### src/common/clkctl_map.svh
// Register map, field layout and reset values of the clock control block
`ifndef CLKCTL_MAP_SVH
`define CLKCTL_MAP_SVH
`define CLKCTL_A_HF_START 12'h000
`define CLKCTL_A_HF_STOP 12'h004
`define CLKCTL_A_LF_START 12'h008
`define CLKCTL_A_LF_STOP 12'h00C
`define CLKCTL_A_CAL 12'h010
`define CLKCTL_A_CT_START 12'h014
`define CLKCTL_A_CT_STOP 12'h018
`define CLKCTL_A_EV_HF 12'h100
`define CLKCTL_A_EV_LF 12'h104
`define CLKCTL_A_EV_DONE 12'h10C
`define CLKCTL_A_EV_CAL_TIMER_TIMEOUT_EVENT 12'h110
`define CLKCTL_A_INTEN 12'h300
`define CLKCTL_A_INTERRUPT_ENABLE_SET 12'h304
`define CLKCTL_A_INTERRUPT_ENABLE_CLEAR 12'h308
`define CLKCTL_A_HF_RUN 12'h408
`define CLKCTL_A_HF_STAT 12'h40C
`define CLKCTL_A_LF_RUN 12'h414
`define CLKCTL_A_LF_STAT 12'h418
`define CLKCTL_A_LF_SNAP 12'h41C
`define CLKCTL_A_LF_SRC 12'h518
`define CLKCTL_A_CAL_TIMER_INTERVAL 12'h538
`define CLKCTL_EV_HF 0
`define CLKCTL_EV_LF 1
`define CLKCTL_EV_DONE 2
`define CLKCTL_EV_CAL_TIMER_TIMEOUT_EVENT 3
`define CLKCTL_NEV 4
`define CLKCTL_SRC_W 2
`define CLKCTL_SRC_RC 2'h0
`define CLKCTL_SRC_XTAL 2'h1
`define CLKCTL_STAT_RUN_BIT 16
`define CLKCTL_CAL_TIMER_INTERVAL_W 7
`define CLKCTL_CAL_TIMER_INTERVAL_RST 7'h00
`define CLKCTL_ZERO32 32'h00000000
`endif

### src/common/clkctl_pkg.sv
// Types of the clock control block
package clkctl_pkg;
  typedef enum logic [1:0] {
    LF_OFF,
    LF_FROM_RC,
    LF_RUNNING
  } clkctl_lf_state_t;
endpackage

### src/hw/clkctl_cal_timer.sv
// Calibration interval timer, ticking on low-frequency clock pulses
`timescale 1ns/1ps
`include "clkctl_map.svh"
module clkctl_cal_timer #(
  parameter int CAL_TIMER_INTERVAL_W = `CLKCTL_CAL_TIMER_INTERVAL_W
) (
  input wire logic pclk,
  input wire logic presetn,
  input wire logic start,
  input wire logic stop,
  input wire logic tick,
  input wire logic [CAL_TIMER_INTERVAL_W-1:0] interval,
  output logic running,
  output logic timeout
);
  initial begin
    // One-bit counter would need a zero-width replication
    if (CAL_TIMER_INTERVAL_W < 2 || CAL_TIMER_INTERVAL_W > 16) $error("clkctl_cal_timer: CAL_TIMER_INTERVAL_W out of range");
  end
  logic [CAL_TIMER_INTERVAL_W-1:0] count_q;
  logic running_q;
  logic timeout_q;
  wire at_zero = (count_q == '0);
  // Zero interval times out on the first tick
  always_ff @(posedge pclk or negedge presetn) begin
    if (!presetn) begin
      count_q <= '0;
      running_q <= 1'b0;
      timeout_q <= 1'b0;
    end else begin
      timeout_q <= 1'b0;
      if (start) begin
        count_q <= interval;
        running_q <= 1'b1;
      end else if (stop) begin
        running_q <= 1'b0;
      end else if (running_q && tick) begin
        if (at_zero || count_q == {{(CAL_TIMER_INTERVAL_W-1){1'b0}}, 1'b1}) begin
          running_q <= 1'b0;
          timeout_q <= 1'b1;
          count_q <= '0;
        end else begin
          count_q <= count_q - {{(CAL_TIMER_INTERVAL_W-1){1'b0}}, 1'b1};
        end
      end
    end
  end
  assign running = running_q;
  assign timeout = timeout_q;
endmodule

### src/hw/clkctl_regs.sv
// APB register file and control of the clock control block
`timescale 1ns/1ps
`include "clkctl_map.svh"
module clkctl_regs #(
  parameter int CAL_TIMER_INTERVAL_W = `CLKCTL_CAL_TIMER_INTERVAL_W
) (
  input wire logic pclk,
  input wire logic presetn,
  input wire logic psel,
  input wire logic penable,
  input wire logic pwrite,
  input wire logic [11:0] paddr,
  input wire logic [31:0] pwdata,
  output logic [31:0] prdata,
  output logic pready,
  output logic pslverr,
  input wire logic hf_xtal_ready,
  input wire logic lf_xtal_ready,
  input wire logic lf_tick,
  input wire logic cal_finished,
  output logic hf_xtal_enable,
  output logic lf_clock_enable,
  output logic lf_use_xtal,
  output logic [1:0] lf_source,
  output logic cal_start,
  output logic irq
);
  initial begin
    if (CAL_TIMER_INTERVAL_W < 2 || CAL_TIMER_INTERVAL_W > 16) $error("clkctl_regs: CAL_TIMER_INTERVAL_W out of range");
  end

  // ********************************
  // Bus decode
  // ********************************
  wire wr = psel && penable && pwrite;
  wire wr1 = wr && pwdata[0];
  wire a_hf_start = (paddr == `CLKCTL_A_HF_START);
  wire a_hf_stop = (paddr == `CLKCTL_A_HF_STOP);
  wire a_lf_start = (paddr == `CLKCTL_A_LF_START);
  wire a_lf_stop = (paddr == `CLKCTL_A_LF_STOP);
  wire a_cal = (paddr == `CLKCTL_A_CAL);
  wire a_ct_start = (paddr == `CLKCTL_A_CT_START);
  wire a_ct_stop = (paddr == `CLKCTL_A_CT_STOP);
  wire a_ev_hf = (paddr == `CLKCTL_A_EV_HF);
  wire a_ev_lf = (paddr == `CLKCTL_A_EV_LF);
  wire a_ev_done = (paddr == `CLKCTL_A_EV_DONE);
  wire a_ev_cal_timer_timeout_event = (paddr == `CLKCTL_A_EV_CAL_TIMER_TIMEOUT_EVENT);
  wire a_inten = (paddr == `CLKCTL_A_INTEN);
  wire a_interrupt_enable_set = (paddr == `CLKCTL_A_INTERRUPT_ENABLE_SET);
  wire a_interrupt_enable_clear = (paddr == `CLKCTL_A_INTERRUPT_ENABLE_CLEAR);
  wire a_hf_run = (paddr == `CLKCTL_A_HF_RUN);
  wire a_hf_stat = (paddr == `CLKCTL_A_HF_STAT);
  wire a_lf_run = (paddr == `CLKCTL_A_LF_RUN);
  wire a_lf_stat = (paddr == `CLKCTL_A_LF_STAT);
  wire a_lf_snap = (paddr == `CLKCTL_A_LF_SNAP);
  wire a_lf_src = (paddr == `CLKCTL_A_LF_SRC);
  wire a_cal_timer_interval = (paddr == `CLKCTL_A_CAL_TIMER_INTERVAL);
  wire mapped = a_hf_start | a_hf_stop | a_lf_start | a_lf_stop | a_cal | a_ct_start | a_ct_stop
    | a_ev_hf | a_ev_lf | a_ev_done | a_ev_cal_timer_timeout_event | a_inten | a_interrupt_enable_set | a_interrupt_enable_clear
    | a_hf_run | a_hf_stat | a_lf_run | a_lf_stat | a_lf_snap | a_lf_src | a_cal_timer_interval;

  // ********************************
  // Task pulses
  // ********************************
  // Bit 0 only; a write of zero triggers nothing
  wire t_hf_start = wr1 && a_hf_start;
  wire t_hf_stop = wr1 && a_hf_stop;
  wire t_lf_start = wr1 && a_lf_start;
  wire t_lf_stop = wr1 && a_lf_stop;
  wire t_cal = wr1 && a_cal;
  wire t_ct_start = wr1 && a_ct_start;
  wire t_ct_stop = wr1 && a_ct_stop;

  // ********************************
  // Control state
  // ********************************
  logic hf_req_q;
  logic lf_req_q;
  logic [1:0] src_q;
  logic [1:0] snap_q;
  logic [CAL_TIMER_INTERVAL_W-1:0] cal_timer_interval_q;
  logic [`CLKCTL_NEV-1:0] ev_q;
  logic [`CLKCTL_NEV-1:0] inten_q;
  logic cal_q;
  logic cal_busy_q;
  clkctl_pkg::clkctl_lf_state_t lf_q;
  clkctl_pkg::clkctl_lf_state_t lf_d;
  logic ct_running;
  logic ct_timeout;

  always_ff @(posedge pclk or negedge presetn) begin
    if (!presetn) begin
      hf_req_q <= 1'b0;
      lf_req_q <= 1'b0;
    end else begin
      hf_req_q <= t_hf_start | (hf_req_q & ~t_hf_stop);
      lf_req_q <= t_lf_start | (lf_req_q & ~t_lf_stop);
    end
  end

  // Selection write while running is a software fault and is taken as is
  always_ff @(posedge pclk or negedge presetn) begin
    if (!presetn) begin
      src_q <= `CLKCTL_SRC_RC;
      snap_q <= `CLKCTL_SRC_RC;
      cal_timer_interval_q <= `CLKCTL_CAL_TIMER_INTERVAL_RST;
    end else begin
      if (wr && a_lf_src) src_q <= pwdata[1:0];
      if (t_lf_start) snap_q <= src_q;
      if (wr && a_cal_timer_interval) cal_timer_interval_q <= pwdata[CAL_TIMER_INTERVAL_W-1:0];
    end
  end

  // ********************************
  // Low-frequency start sequence
  // ********************************
  wire lf_started_ev = (lf_q != clkctl_pkg::LF_RUNNING) && (lf_d == clkctl_pkg::LF_RUNNING);
  always_comb begin
    lf_d = lf_q;
    case (lf_q)
      clkctl_pkg::LF_OFF: begin
        if (t_lf_start) begin
          lf_d = (src_q == `CLKCTL_SRC_XTAL) ? clkctl_pkg::LF_FROM_RC : clkctl_pkg::LF_RUNNING;
        end
      end
      clkctl_pkg::LF_FROM_RC: begin
        if (t_lf_stop) lf_d = clkctl_pkg::LF_OFF;
        else if (lf_xtal_ready) lf_d = clkctl_pkg::LF_RUNNING;
      end
      clkctl_pkg::LF_RUNNING: begin
        if (t_lf_stop) lf_d = clkctl_pkg::LF_OFF;
      end
      default: lf_d = clkctl_pkg::LF_OFF;
    endcase
  end
  always_ff @(posedge pclk or negedge presetn) begin
    if (!presetn) lf_q <= clkctl_pkg::LF_OFF;
    else lf_q <= lf_d;
  end

  // ********************************
  // High-frequency started edge
  // ********************************
  logic hf_seen_q;
  wire hf_started_ev = hf_req_q && hf_xtal_ready && !hf_seen_q;
  always_ff @(posedge pclk or negedge presetn) begin
    if (!presetn) hf_seen_q <= 1'b0;
    else hf_seen_q <= hf_req_q && hf_xtal_ready;
  end

  // ********************************
  // Calibration
  // ********************************
  wire cal_done_ev = cal_busy_q && cal_finished;
  always_ff @(posedge pclk or negedge presetn) begin
    if (!presetn) begin
      cal_q <= 1'b0;
      cal_busy_q <= 1'b0;
    end else begin
      cal_q <= t_cal;
      cal_busy_q <= t_cal | (cal_busy_q & ~cal_finished);
    end
  end

  clkctl_cal_timer #(
    .CAL_TIMER_INTERVAL_W(CAL_TIMER_INTERVAL_W)
  ) u_timer (
    .pclk(pclk),
    .presetn(presetn),
    .start(t_ct_start),
    .stop(t_ct_stop),
    .tick(lf_tick),
    .interval(cal_timer_interval_q),
    .running(ct_running),
    .timeout(ct_timeout)
  );

  // ********************************
  // Events and interrupt
  // ********************************
  wire [`CLKCTL_NEV-1:0] ev_set = {ct_timeout, cal_done_ev, lf_started_ev, hf_started_ev};
  wire [`CLKCTL_NEV-1:0] ev_wr = {a_ev_cal_timer_timeout_event, a_ev_done, a_ev_lf, a_ev_hf} & {`CLKCTL_NEV{wr}};
  genvar gi;
  generate
    for (gi = 0; gi < `CLKCTL_NEV; gi = gi + 1) begin : g_ev
      // Set beats a clearing write in the same cycle
      always_ff @(posedge pclk or negedge presetn) begin
        if (!presetn) ev_q[gi] <= 1'b0;
        else if (ev_set[gi]) ev_q[gi] <= 1'b1;
        else if (ev_wr[gi]) ev_q[gi] <= pwdata[0];
      end
      always_ff @(posedge pclk or negedge presetn) begin
        if (!presetn) inten_q[gi] <= 1'b0;
        else if (wr && a_inten) inten_q[gi] <= pwdata[gi];
        else if (wr && a_interrupt_enable_set && pwdata[gi]) inten_q[gi] <= 1'b1;
        else if (wr && a_interrupt_enable_clear && pwdata[gi]) inten_q[gi] <= 1'b0;
      end
    end
  endgenerate
  assign irq = |(ev_q & inten_q);

  // ********************************
  // Read mux
  // ********************************
  wire lf_on = (lf_q != clkctl_pkg::LF_OFF);
  wire lf_is_xtal = (lf_q == clkctl_pkg::LF_RUNNING) && (snap_q == `CLKCTL_SRC_XTAL);
  wire hf_on = hf_req_q && hf_xtal_ready;
  wire [31:0] lf_stat = {15'h0, lf_on, 14'h0, lf_is_xtal ? `CLKCTL_SRC_XTAL : `CLKCTL_SRC_RC};
  wire [31:0] hf_stat = {15'h0, hf_on, 15'h0, hf_on};
  wire [31:0] rd_val =
    a_ev_hf ? {31'h0, ev_q[`CLKCTL_EV_HF]} :
    a_ev_lf ? {31'h0, ev_q[`CLKCTL_EV_LF]} :
    a_ev_done ? {31'h0, ev_q[`CLKCTL_EV_DONE]} :
    a_ev_cal_timer_timeout_event ? {31'h0, ev_q[`CLKCTL_EV_CAL_TIMER_TIMEOUT_EVENT]} :
    (a_inten | a_interrupt_enable_set | a_interrupt_enable_clear) ? {28'h0, inten_q} :
    a_hf_run ? {31'h0, hf_req_q} :
    a_hf_stat ? hf_stat :
    a_lf_run ? {31'h0, lf_req_q} :
    a_lf_stat ? lf_stat :
    a_lf_snap ? {30'h0, snap_q} :
    a_lf_src ? {30'h0, src_q} :
    a_cal_timer_interval ? {{(32-CAL_TIMER_INTERVAL_W){1'b0}}, cal_timer_interval_q} :
    `CLKCTL_ZERO32;

  logic [31:0] prdata_q;
  always_ff @(posedge pclk or negedge presetn) begin
    if (!presetn) prdata_q <= `CLKCTL_ZERO32;
    else if (psel && !penable && !pwrite) prdata_q <= rd_val;
  end
  assign prdata = prdata_q;
  assign pready = 1'b1;
  assign pslverr = psel && penable && !mapped;

  // ********************************
  // Oscillator controls
  // ********************************
  assign hf_xtal_enable = hf_req_q;
  assign lf_clock_enable = lf_on;
  assign lf_use_xtal = (lf_q == clkctl_pkg::LF_RUNNING) && (snap_q == `CLKCTL_SRC_XTAL);
  assign lf_source = snap_q;
  assign cal_start = cal_q;
  wire unused_ok = ct_running;
endmodule

### config.mk
export PLATFORM = sky130hd
export DESIGN_NAME = clkctl_regs
export DESIGN_NICKNAME = d
export VERILOG_FILES = /design/src/common/clkctl_pkg.sv /design/src/hw/clkctl_cal_timer.sv /design/src/hw/clkctl_regs.sv
export VERILOG_INCLUDE_DIRS = /design/src /design/src/common
export SDC_FILE = /design/constraint.sdc
export NUM_CORES = 1
export LEC_CHECK = 0
export BUFFER_PORTS_ARGS = -buffer_cell sky130_fd_sc_hd__buf_4
export CAP_MARGIN = 20
export CORE_MARGIN = 2
export CORE_UTILIZATION = 54
export DETAILED_ROUTE_END_ITERATION = 16
export PLACE_DENSITY = 0.84
export SLEW_MARGIN = 20
export SYNTH_ARGS = -nofsm -noshare
export SYNTH_HDL_FRONTEND = slang
export SYNTH_SLANG_ARGS = --single-unit
### constraint.sdc
create_clock -name pclk -period 4.4 [get_ports pclk]
set_clock_uncertainty 0.2 [all_clocks]
set_input_delay 0.22 -clock pclk [delete_from_list [all_inputs] [get_ports pclk]]
set_output_delay 0.22 -clock pclk [all_outputs]
set_load 0.1 [all_outputs]
==> summary.txt, run 1 <==
Synth
  • Dominant synthesized flop cell: dfrtp_1
  • Synth Area in XOR/XNOR: 0%
  • Seq/Total Area, Yosys: 39.7%
  • Synth Register Bits: 43
  • Post-synth EDFFs: 0
  • Adder-cell share of the synthesized area: 0.923%
  • Synth Instances: 300
  • Ys async rst share: 100%
  • Yosys top cell by area: dfrtp_1
  • Post-synthesis area per instance: 9.03 um2
  • Mapped cell area: 2710 um2
  • Simple-gate share of the synthesized area: 26.4%
  • Combinational family with the most area after synthesis: simple AND/OR/NAND/NOR gates
  • Mux contribution to synthesized area: 6.42%
  • Top-area cell type share of the netlist area: 39.7%
  • Post-synthesis compound-gate area fraction: 16.1%
  • Yosys Warn Count: 0
  • Yosys cell types: 57
  • Top cells by area, synth: dfrtp_1 (40%), buf_4 (7.2%), nand2_1 (5.7%), mux2_2 (4.6%), o21ai_0 (3.3%)

Critical path
  • Worst endpoint data arrival time: 2160 ps
  • R2R Path Start: u_timer.count_q[2]
  • Reg2reg setup slack: 2140 ps
  • Worst-path maximum fanout: 6
  • CP peak stage delay: 630 ps
  • Worst Path Required: 3980 ps
  • Crit start category: input port
  • Most used cell, CP: buf_4
  • CP max stage cell: nor3b_1
  • Crit-path cells: buf_4 -> nor3b_1 -> and3_1 -> nand3_1 -> nor2_1 -> nor4_1 -> buf_4
  • R2R Path End: u_timer.count_q[2]
  • Path depth of the worst reg2reg path: 6
  • Worst setup startpoint: paddr[9]
  • Setup crit end kind: primary output
  • Crit Path Category: in2out

Placed design
  • GP Congestion: 0.938
  • Post-DP HPWL: 5.02 mm
  • Port Buffers: 43

Layout
  • Layout area overhead: 16.4%
  • # fillers: 417
  • Final net count: 403
  • Fraction of layout cells with a size suffix above 1: 22.1%
  • Antenna diode count: 0

Drt
  • Pre-antenna DRT Iters: 4
  • WL final: 6.70 mm
  • Initial detailed-routing violation count: 173
  • Routed via count: 2396
  • Routed vias/inst: 5.76
  • Residual DRC count: 0
  • Post-route ant nets: 0
  • Routed wire per std cell: 16.1 um

Global routing
  • Global-route wire length before repair: 11.2 mm
  • Pin count of the biggest net entering global routing: 44
  • Total grt overflow: 0
  • Vias in the first global route: 2347
  • Initial antenna violation count: 0
  • GRT Total Usage: 26.5%

Status
  • Status: finished, final reports clean

Worst hold path
  • Min-delay src: pwdata[0]
  • Hold path depth: 2
  • Hold WC Path Type: in2reg
  • Hold Path Sink: inten_q[0]

Clocking
  • Longest Clk Path Bufs: 2
  • Buffer count from post-CTS setup fixing: 0
  • Post-CTS sizing: 0
  • Clk sinks: 43
  • Worst-Skew Late Latency: 300 ps
  • Clock transition at path regs: 80 ps
  • Maximum level of the CTS H-tree: 2
  • Root Buffer: clkbuf_8
  • Total CTS buffers: 5
  • TritonCTS clock tree: done

STA
  • Worst-Margin Slew: 1020 ps
  • Fmax: 388 MHz
  • Max Slew Vio Count: 0
  • Final hold vios: 0
  • Final setup fails: 0
  • Total Neg Setup Slack: 0 ps
  • Final min period: 2580 ps
  • Worst slew margin: 31.0%
  • Final period utilization: 58.6%
  • RSZ-0062 raised after global routing: no

Run
  • MaxCap Viol Count: 0

Power
  • Lkg Pwr: 1.45 nW
  • PD cells: 260 nW/um2
  • Power Total: 819 uW
  • Peak VDD IR: 0.242 mV

Floorplanning
  • # rows: 25
  • Die X-Extent: 74.8 um
  • Die area: 5600 um2
  • Ports: 94
  • Die H: 74.8 um
  • Starting density of the core: 56.6%
  • CORE AREA: 4790 um2
## layout by cell type, fill, tap and decap left out, types with 3 or more instances in the layout
| cell type | instances |
|---|---|
| dlygate4sd3_1 | 10 |
| mux2_2 | 11 |
| and2_1 | 4 |
| a21oi_1 | 14 |
| clkbuf_8 | 5 |
| or2_2 | 3 |
| nand2_1 | 41 |
| mux2i_1 | 5 |
| nor2b_1 | 3 |
| o311ai_0 | 5 |
| buf_4 | 43 |
| nor4_1 | 6 |
| conb_1 | 25 |
| or3_1 | 6 |
| o21ai_0 | 18 |
| dfrtp_1 | 43 |
| nand3_1 | 11 |
| a311oi_1 | 4 |
| nor2_1 | 16 |
| o21a_1 | 3 |
| nand4_1 | 3 |
| nor3_1 | 9 |
| and3_1 | 4 |
| a22oi_1 | 5 |
| inv_1 | 10 |
## cells by family (layout without fill, tap and decap cells)
logic type	Yosys count	after routing
AO/OA/AOI/OAI	65	65
AND/OR/NAND/NOR	127	127
buffers and inverters	45	71
adder cells (fa/ha/maj)	2	2
multiplexers	16	16
other	2	25
flip-flops	43	43
## flip-flops by register name, summed over array words and instances (netlist names), 2 cells and up
register	count
prdata	8
cal_timer_interval_q	7
u_timer.count_q	7
ev_q	4
inten_q	4
lf_q	2
lf_source	2
src_q	2
## layer usage
metal  track usage (%)  part of all wire (%)
met1              34.2                    42
met2              43.3                    48
met3              5.35                   6.6
met4              11.5                   3.3
met5                 0                     0
## stage by stage
step                instance area, um2  setup WS (ps)  util, %  hold WS, ps  std cells
finish                            3150           1820     65.9         22.9        416
global route                      3150           1640     65.9         17.2        416
CTS                               3150           1870     65.9         15.3        416
detailed placement                2970           1720     62.0         36.1        398
global placement                  2970           1840     62.0         31.0        398
floorplan                         2800            106        -         -276        323
## synthesized netlist by cell type (all sizes together), types with 3 or more instances
library cell  instances
inv                  10
nor4                  7
o211ai                4
mux2i                 5
a311oi                4
o21ai                18
and3                  4
nand4                 3
a22oi                 5
and2                  4
nor4b                 3
or2                   3
mux2                 11
o21a                  3
dfrtp                43
nand3                11
nor2b                 4
clkbuf                5
nor2                 16
nand2                42
nor3                 11
buf                  30
a21oi                14
or3                   6
o311ai                5
## power breakdown
group	switching [mW]	internal, mW
clock	0.137	0.111
sequential	0.00152	0.396
combinational	0.139	0.0333
## worst max-delay path by stage
stage               slack (ps)  cells past startpoint                 end
floorplan                  110                      7             pslverr
global placement          1840                      7  u_timer.count_q[2]
detailed placement        1720                      7  u_timer.count_q[2]
CTS                       1870                      8             pslverr
global route              1640                      7             pslverr
finish                    1820                      7             pslverr
## worst max-delay path, delay by kind of cell
kind | cells | cell delay [ps]
buf+inv | 2 | 380
simple gates | 5 | 1550
## final cells by class
| class | instances | area (um2) | share of cell area, % |
|---|---|---|---|
| well taps | 67 | 83.8 | 2.66 |
| repair buffers | 53 | 423 | 13.4 |
| clock inverters | 2 | 12.5 | 0.397 |
| multi-input cells | 235 | 1450 | 45.9 |
| clock buffers | 6 | 72.6 | 2.30 |
| inverters | 10 | 37.5 | 1.19 |
| flip-flops and latches | 43 | 1080 | 34.1 |
## timing repair
action                                  in CTS  in global routing
endpoints found under the setup margin       0                  0
hold buffers                                10                  0
hold endpoints to repair                    57                  0
No activity file was read; power rests on OpenSTA's default activity.
==> inputs of run 2 (changes only) <==
--- a/config.mk
+++ b/config.mk
@@ -6,12 +6,13 @@
 export SDC_FILE = /design/constraint.sdc
 export NUM_CORES = 1
 export LEC_CHECK = 0
+export ABC_AREA = 1
 export BUFFER_PORTS_ARGS = -buffer_cell sky130_fd_sc_hd__buf_4
 export CAP_MARGIN = 20
 export CORE_MARGIN = 2
-export CORE_UTILIZATION = 54
+export CORE_UTILIZATION = 45
 export DETAILED_ROUTE_END_ITERATION = 16
-export PLACE_DENSITY = 0.84
+export PLACE_DENSITY = 0.75
 export SLEW_MARGIN = 20
 export SYNTH_ARGS = -nofsm -noshare
 export SYNTH_HDL_FRONTEND = slang
==> constraint.sdc (replaced) <==
create_clock -name pclk -period 2.15 [get_ports pclk]
set_clock_uncertainty 0.2 [all_clocks]
set_input_delay 0.1075 -clock pclk [delete_from_list [all_inputs] [get_ports pclk]]
set_output_delay 0.1075 -clock pclk [all_outputs]
set_load 0.1 [all_outputs]
==> summary.txt, run 2 <==
Drt
  • Routed via count: 2441
  • Residual DRC count: 0
  • Post-route ant nets: 0
  • Routed wire per std cell: 12.8 um
  • Initial detailed-routing violation count: 163
  • Routed vias/inst: 4.90
  • WL final: 6.39 mm
  • Pre-antenna DRT Iters: 5

Power
  • Logic pwr share: 19.7%
  • PD cells: 530 nW/um2
  • Internal power: 1.17 mW
  • Lkg Pwr: 1.61 nW
  • Clock power frac: 32.6%
  • Switching Power: 538 uW
  • Power Total: 1.71 mW
  • Peak VDD IR: 0.470 mV
  • Sw Ratio: 31.5%
  • Seq pwr share: 47.8%

Critical path
  • Crit-path cells: buf_4 -> inv_1 -> nor2_1 -> nand2_1 -> nor2_1 -> nand2_1 -> nor3b_1 -> o311ai_0 -> nor3_4 -> buf_4
  • CP max stage cell: buf_4
  • Setup crit end kind: primary output
  • Crit start category: input port
  • Crit Path Category: in2out
  • Reg2reg setup slack: 330 ps
  • Worst endpoint data arrival time: 1640 ps
  • CP peak stage delay: 310 ps
  • Worst Path Required: 1840 ps
  • R2R Path End: u_timer.count_q[1]
  • Path depth of the worst reg2reg path: 7
  • R2R Path Start: u_timer.count_q[0]
  • CP top delay family: simple AND/OR/NAND/NOR gates
  • Worst-path maximum fanout: 5
  • WP buf/inv: 3

Placed design
  • DP Area: 2990 um2
  • Post-DP HPWL: 4.93 mm
  • Port Buffers: 43
  • Placed cells: 477
  • GP Congestion: 0.900
  • Setup WS pre-CTS: 217 ps

Worst hold path
  • Min-delay src: penable
  • Hold path depth: 5
  • Hold WC Path Type: in2reg
  • Hold Path Sink: cal_start

Synth
  • Yosys cell types: 39
  • Top-area cell type share of the netlist area: 40.7%
  • Yosys top cell by area: dfrtp_1
  • Synth cell count leaders: nand2_1 (87), inv_1 (52), dfrtp_1 (43)
  • Dominant synthesized flop cell: dfrtp_1
  • Ys async rst share: 100%
  • Seq/Total Area, Yosys: 40.7%
  • Yosys Warn Count: 0
  • Most common cell in the netlist: nand2_1
  • Mapped cell area: 2650 um2
  • Synth Register Bits: 43
  • Top cells by area, synth: dfrtp_1 (41%), nand2_1 (12%), inv_1 (7.4%), buf_4 (7.1%), nor2_1 (5.8%)
  • Post-synth EDFFs: 0
  • Post-synthesis area per instance: 7.31 um2
  • Synth Instances: 362

Layout
  • Commonest non-fill, non-tap cells in the layout: nand2_1 (87), inv_1 (52), buf_4 (46), dfrtp_1 (43), nor2_1 (41)
  • Layout area overhead: 21.8%
  • Multi-input gate area: 1260 um2
  • Final Non-Filler Cells: 498
  • Antenna diode count: 0
  • # fillers: 517
  • FF+latch area: 1080 um2
  • Most common cell after layout, fill and taps aside: nand2_1
  • Finished Cell Area: 3220 um2
  • Fraction of layout cells with a size suffix above 1: 17.1%
  • Max reg flops: 8
  • Final net count: 480

Global routing
  • Total grt overflow: 0
  • GRT Total Usage: 21.6%
  • Global-route wire length before repair: 10.8 mm
  • Vias in the first global route: 2388
  • Pin count of the biggest net entering global routing: 44
  • Initial antenna violation count: 0

STA
  • Fmax: 513 MHz
  • RSZ-0062 raised after global routing: no
  • Final min period: 1950 ps
  • Final period utilization: 90.6%
  • Total Neg Setup Slack: 0 ps
  • Final setup fails: 0
  • Final hold vios: 0
  • Worst-Margin Slew: 615 ps
  • Max Slew Vio Count: 0
  • Worst Setup Slack, final: 202 ps
  • Worst slew margin: 58.5%

Floorplanning
  • Die H: 80.7 um
  • # rows: 27
  • Ports: 94
  • Die area: 6510 um2
  • Starting density of the core: 47.2%
  • Die X-Extent: 80.7 um
  • CORE AREA: 5610 um2

Clocking
  • Total CTS buffers: 5
  • TritonCTS clock tree: done
  • Clk sinks: 43
  • Longest Clk Path Bufs: 2
  • Buffer count from post-CTS setup fixing: 0
  • Clock transition at path regs: 80 ps
  • Worst-Skew Late Latency: 290 ps
  • Maximum level of the CTS H-tree: 2
  • Root Buffer: clkbuf_8

Run
  • MaxCap Viol Count: 0

Status
  • Status: finished, final reports clean
## run 2: changes by cell type after synthesis, sizes merged, moves of 11 or more
cell and delta:
o21ai +12, a21oi -11, nand2 +48, nor2 +29, inv +46
## run 2: kinds of logic (layout without fill, tap and decap cells)
family	Yosys count	in the layout	synth area share, %
adders and majority gates	2	2	0.945
muxes	3	3	1.28
buffers and inverters	85	126	15.7
and+or+nand+nor	172	172	28.3
other	2	25	0.284
DFF	43	43	40.7
AOI/OAI and AO/OA	51	51	11.5
xor gates and xnor gates	4	4	1.32
## run 2: through the flow
step           util [%]  hold slack, ps
5_1_grt            57.5            61.0
3_3_place_gp       53.4           -71.0
6_report           57.5            53.1
2_1_floorplan         -            -388
3_5_place_dp       53.4           -66.8
4_1_cts            57.5            46.3
## run 2: layout make-up
cell class                 instances  share of cell area, %
timing repair buffer              59                   14.8
inverter                          59                   6.91
multi-input combinational        257                   39.1
clock buffer                       8                   3.11
tap                               72                   2.80
sequential                        43                   33.4
## run 2: worst max-delay path by stage
| stage | from | end | slack (ps) | cells past startpoint |
|---|---|---|---|---|
| after floorplan | lf_source[0] | lf_use_xtal | 90 | 2 |
| after CTS | paddr[7] | pslverr | 210 | 9 |
| after global routing | paddr[3] | pslverr | 40 | 11 |
| final | paddr[3] | pslverr | 200 | 10 |
| after detailed placement | paddr[7] | pslverr | 220 | 9 |
| after global placement | paddr[3] | pslverr | 210 | 10 |
## run 2: per-layer routing
layer / up-vias / wire [um] / track usage [%]
li1: 1233 / - / -
met1: 1125 / 2980 / 29.9
met2: 79 / 3040 / 34.5
met3: 4 / 335 / 3.82
met4: 0 / 39 / 6.44
met5: - / 0 / 0
## run 2: power groups by stage
stage / logic [mW] / clock network, mW / registers, mW
2_1_floorplan: 0.275 / 0 / 0.831
4_1_cts: 0.336 / 0.574 / 0.815
3_5_place_dp: 0.318 / 0 / 0.831
6_report: 0.336 / 0.556 / 0.815
5_1_grt: 0.355 / 0.604 / 0.816
3_3_place_gp: 0.315 / 0 / 0.831
## run 2: worst min-delay path, stage by stage
cell and delay (ps):
buf_4 130, inv_2 60, nor3_4 50, nand2_4 100, nor2_1 60
## run 2: timing repair
action | CTS | global route
endpoints found under the hold margin | 65 | 0
resized for setup | 0 | 0
hold buffers | 13 | 0
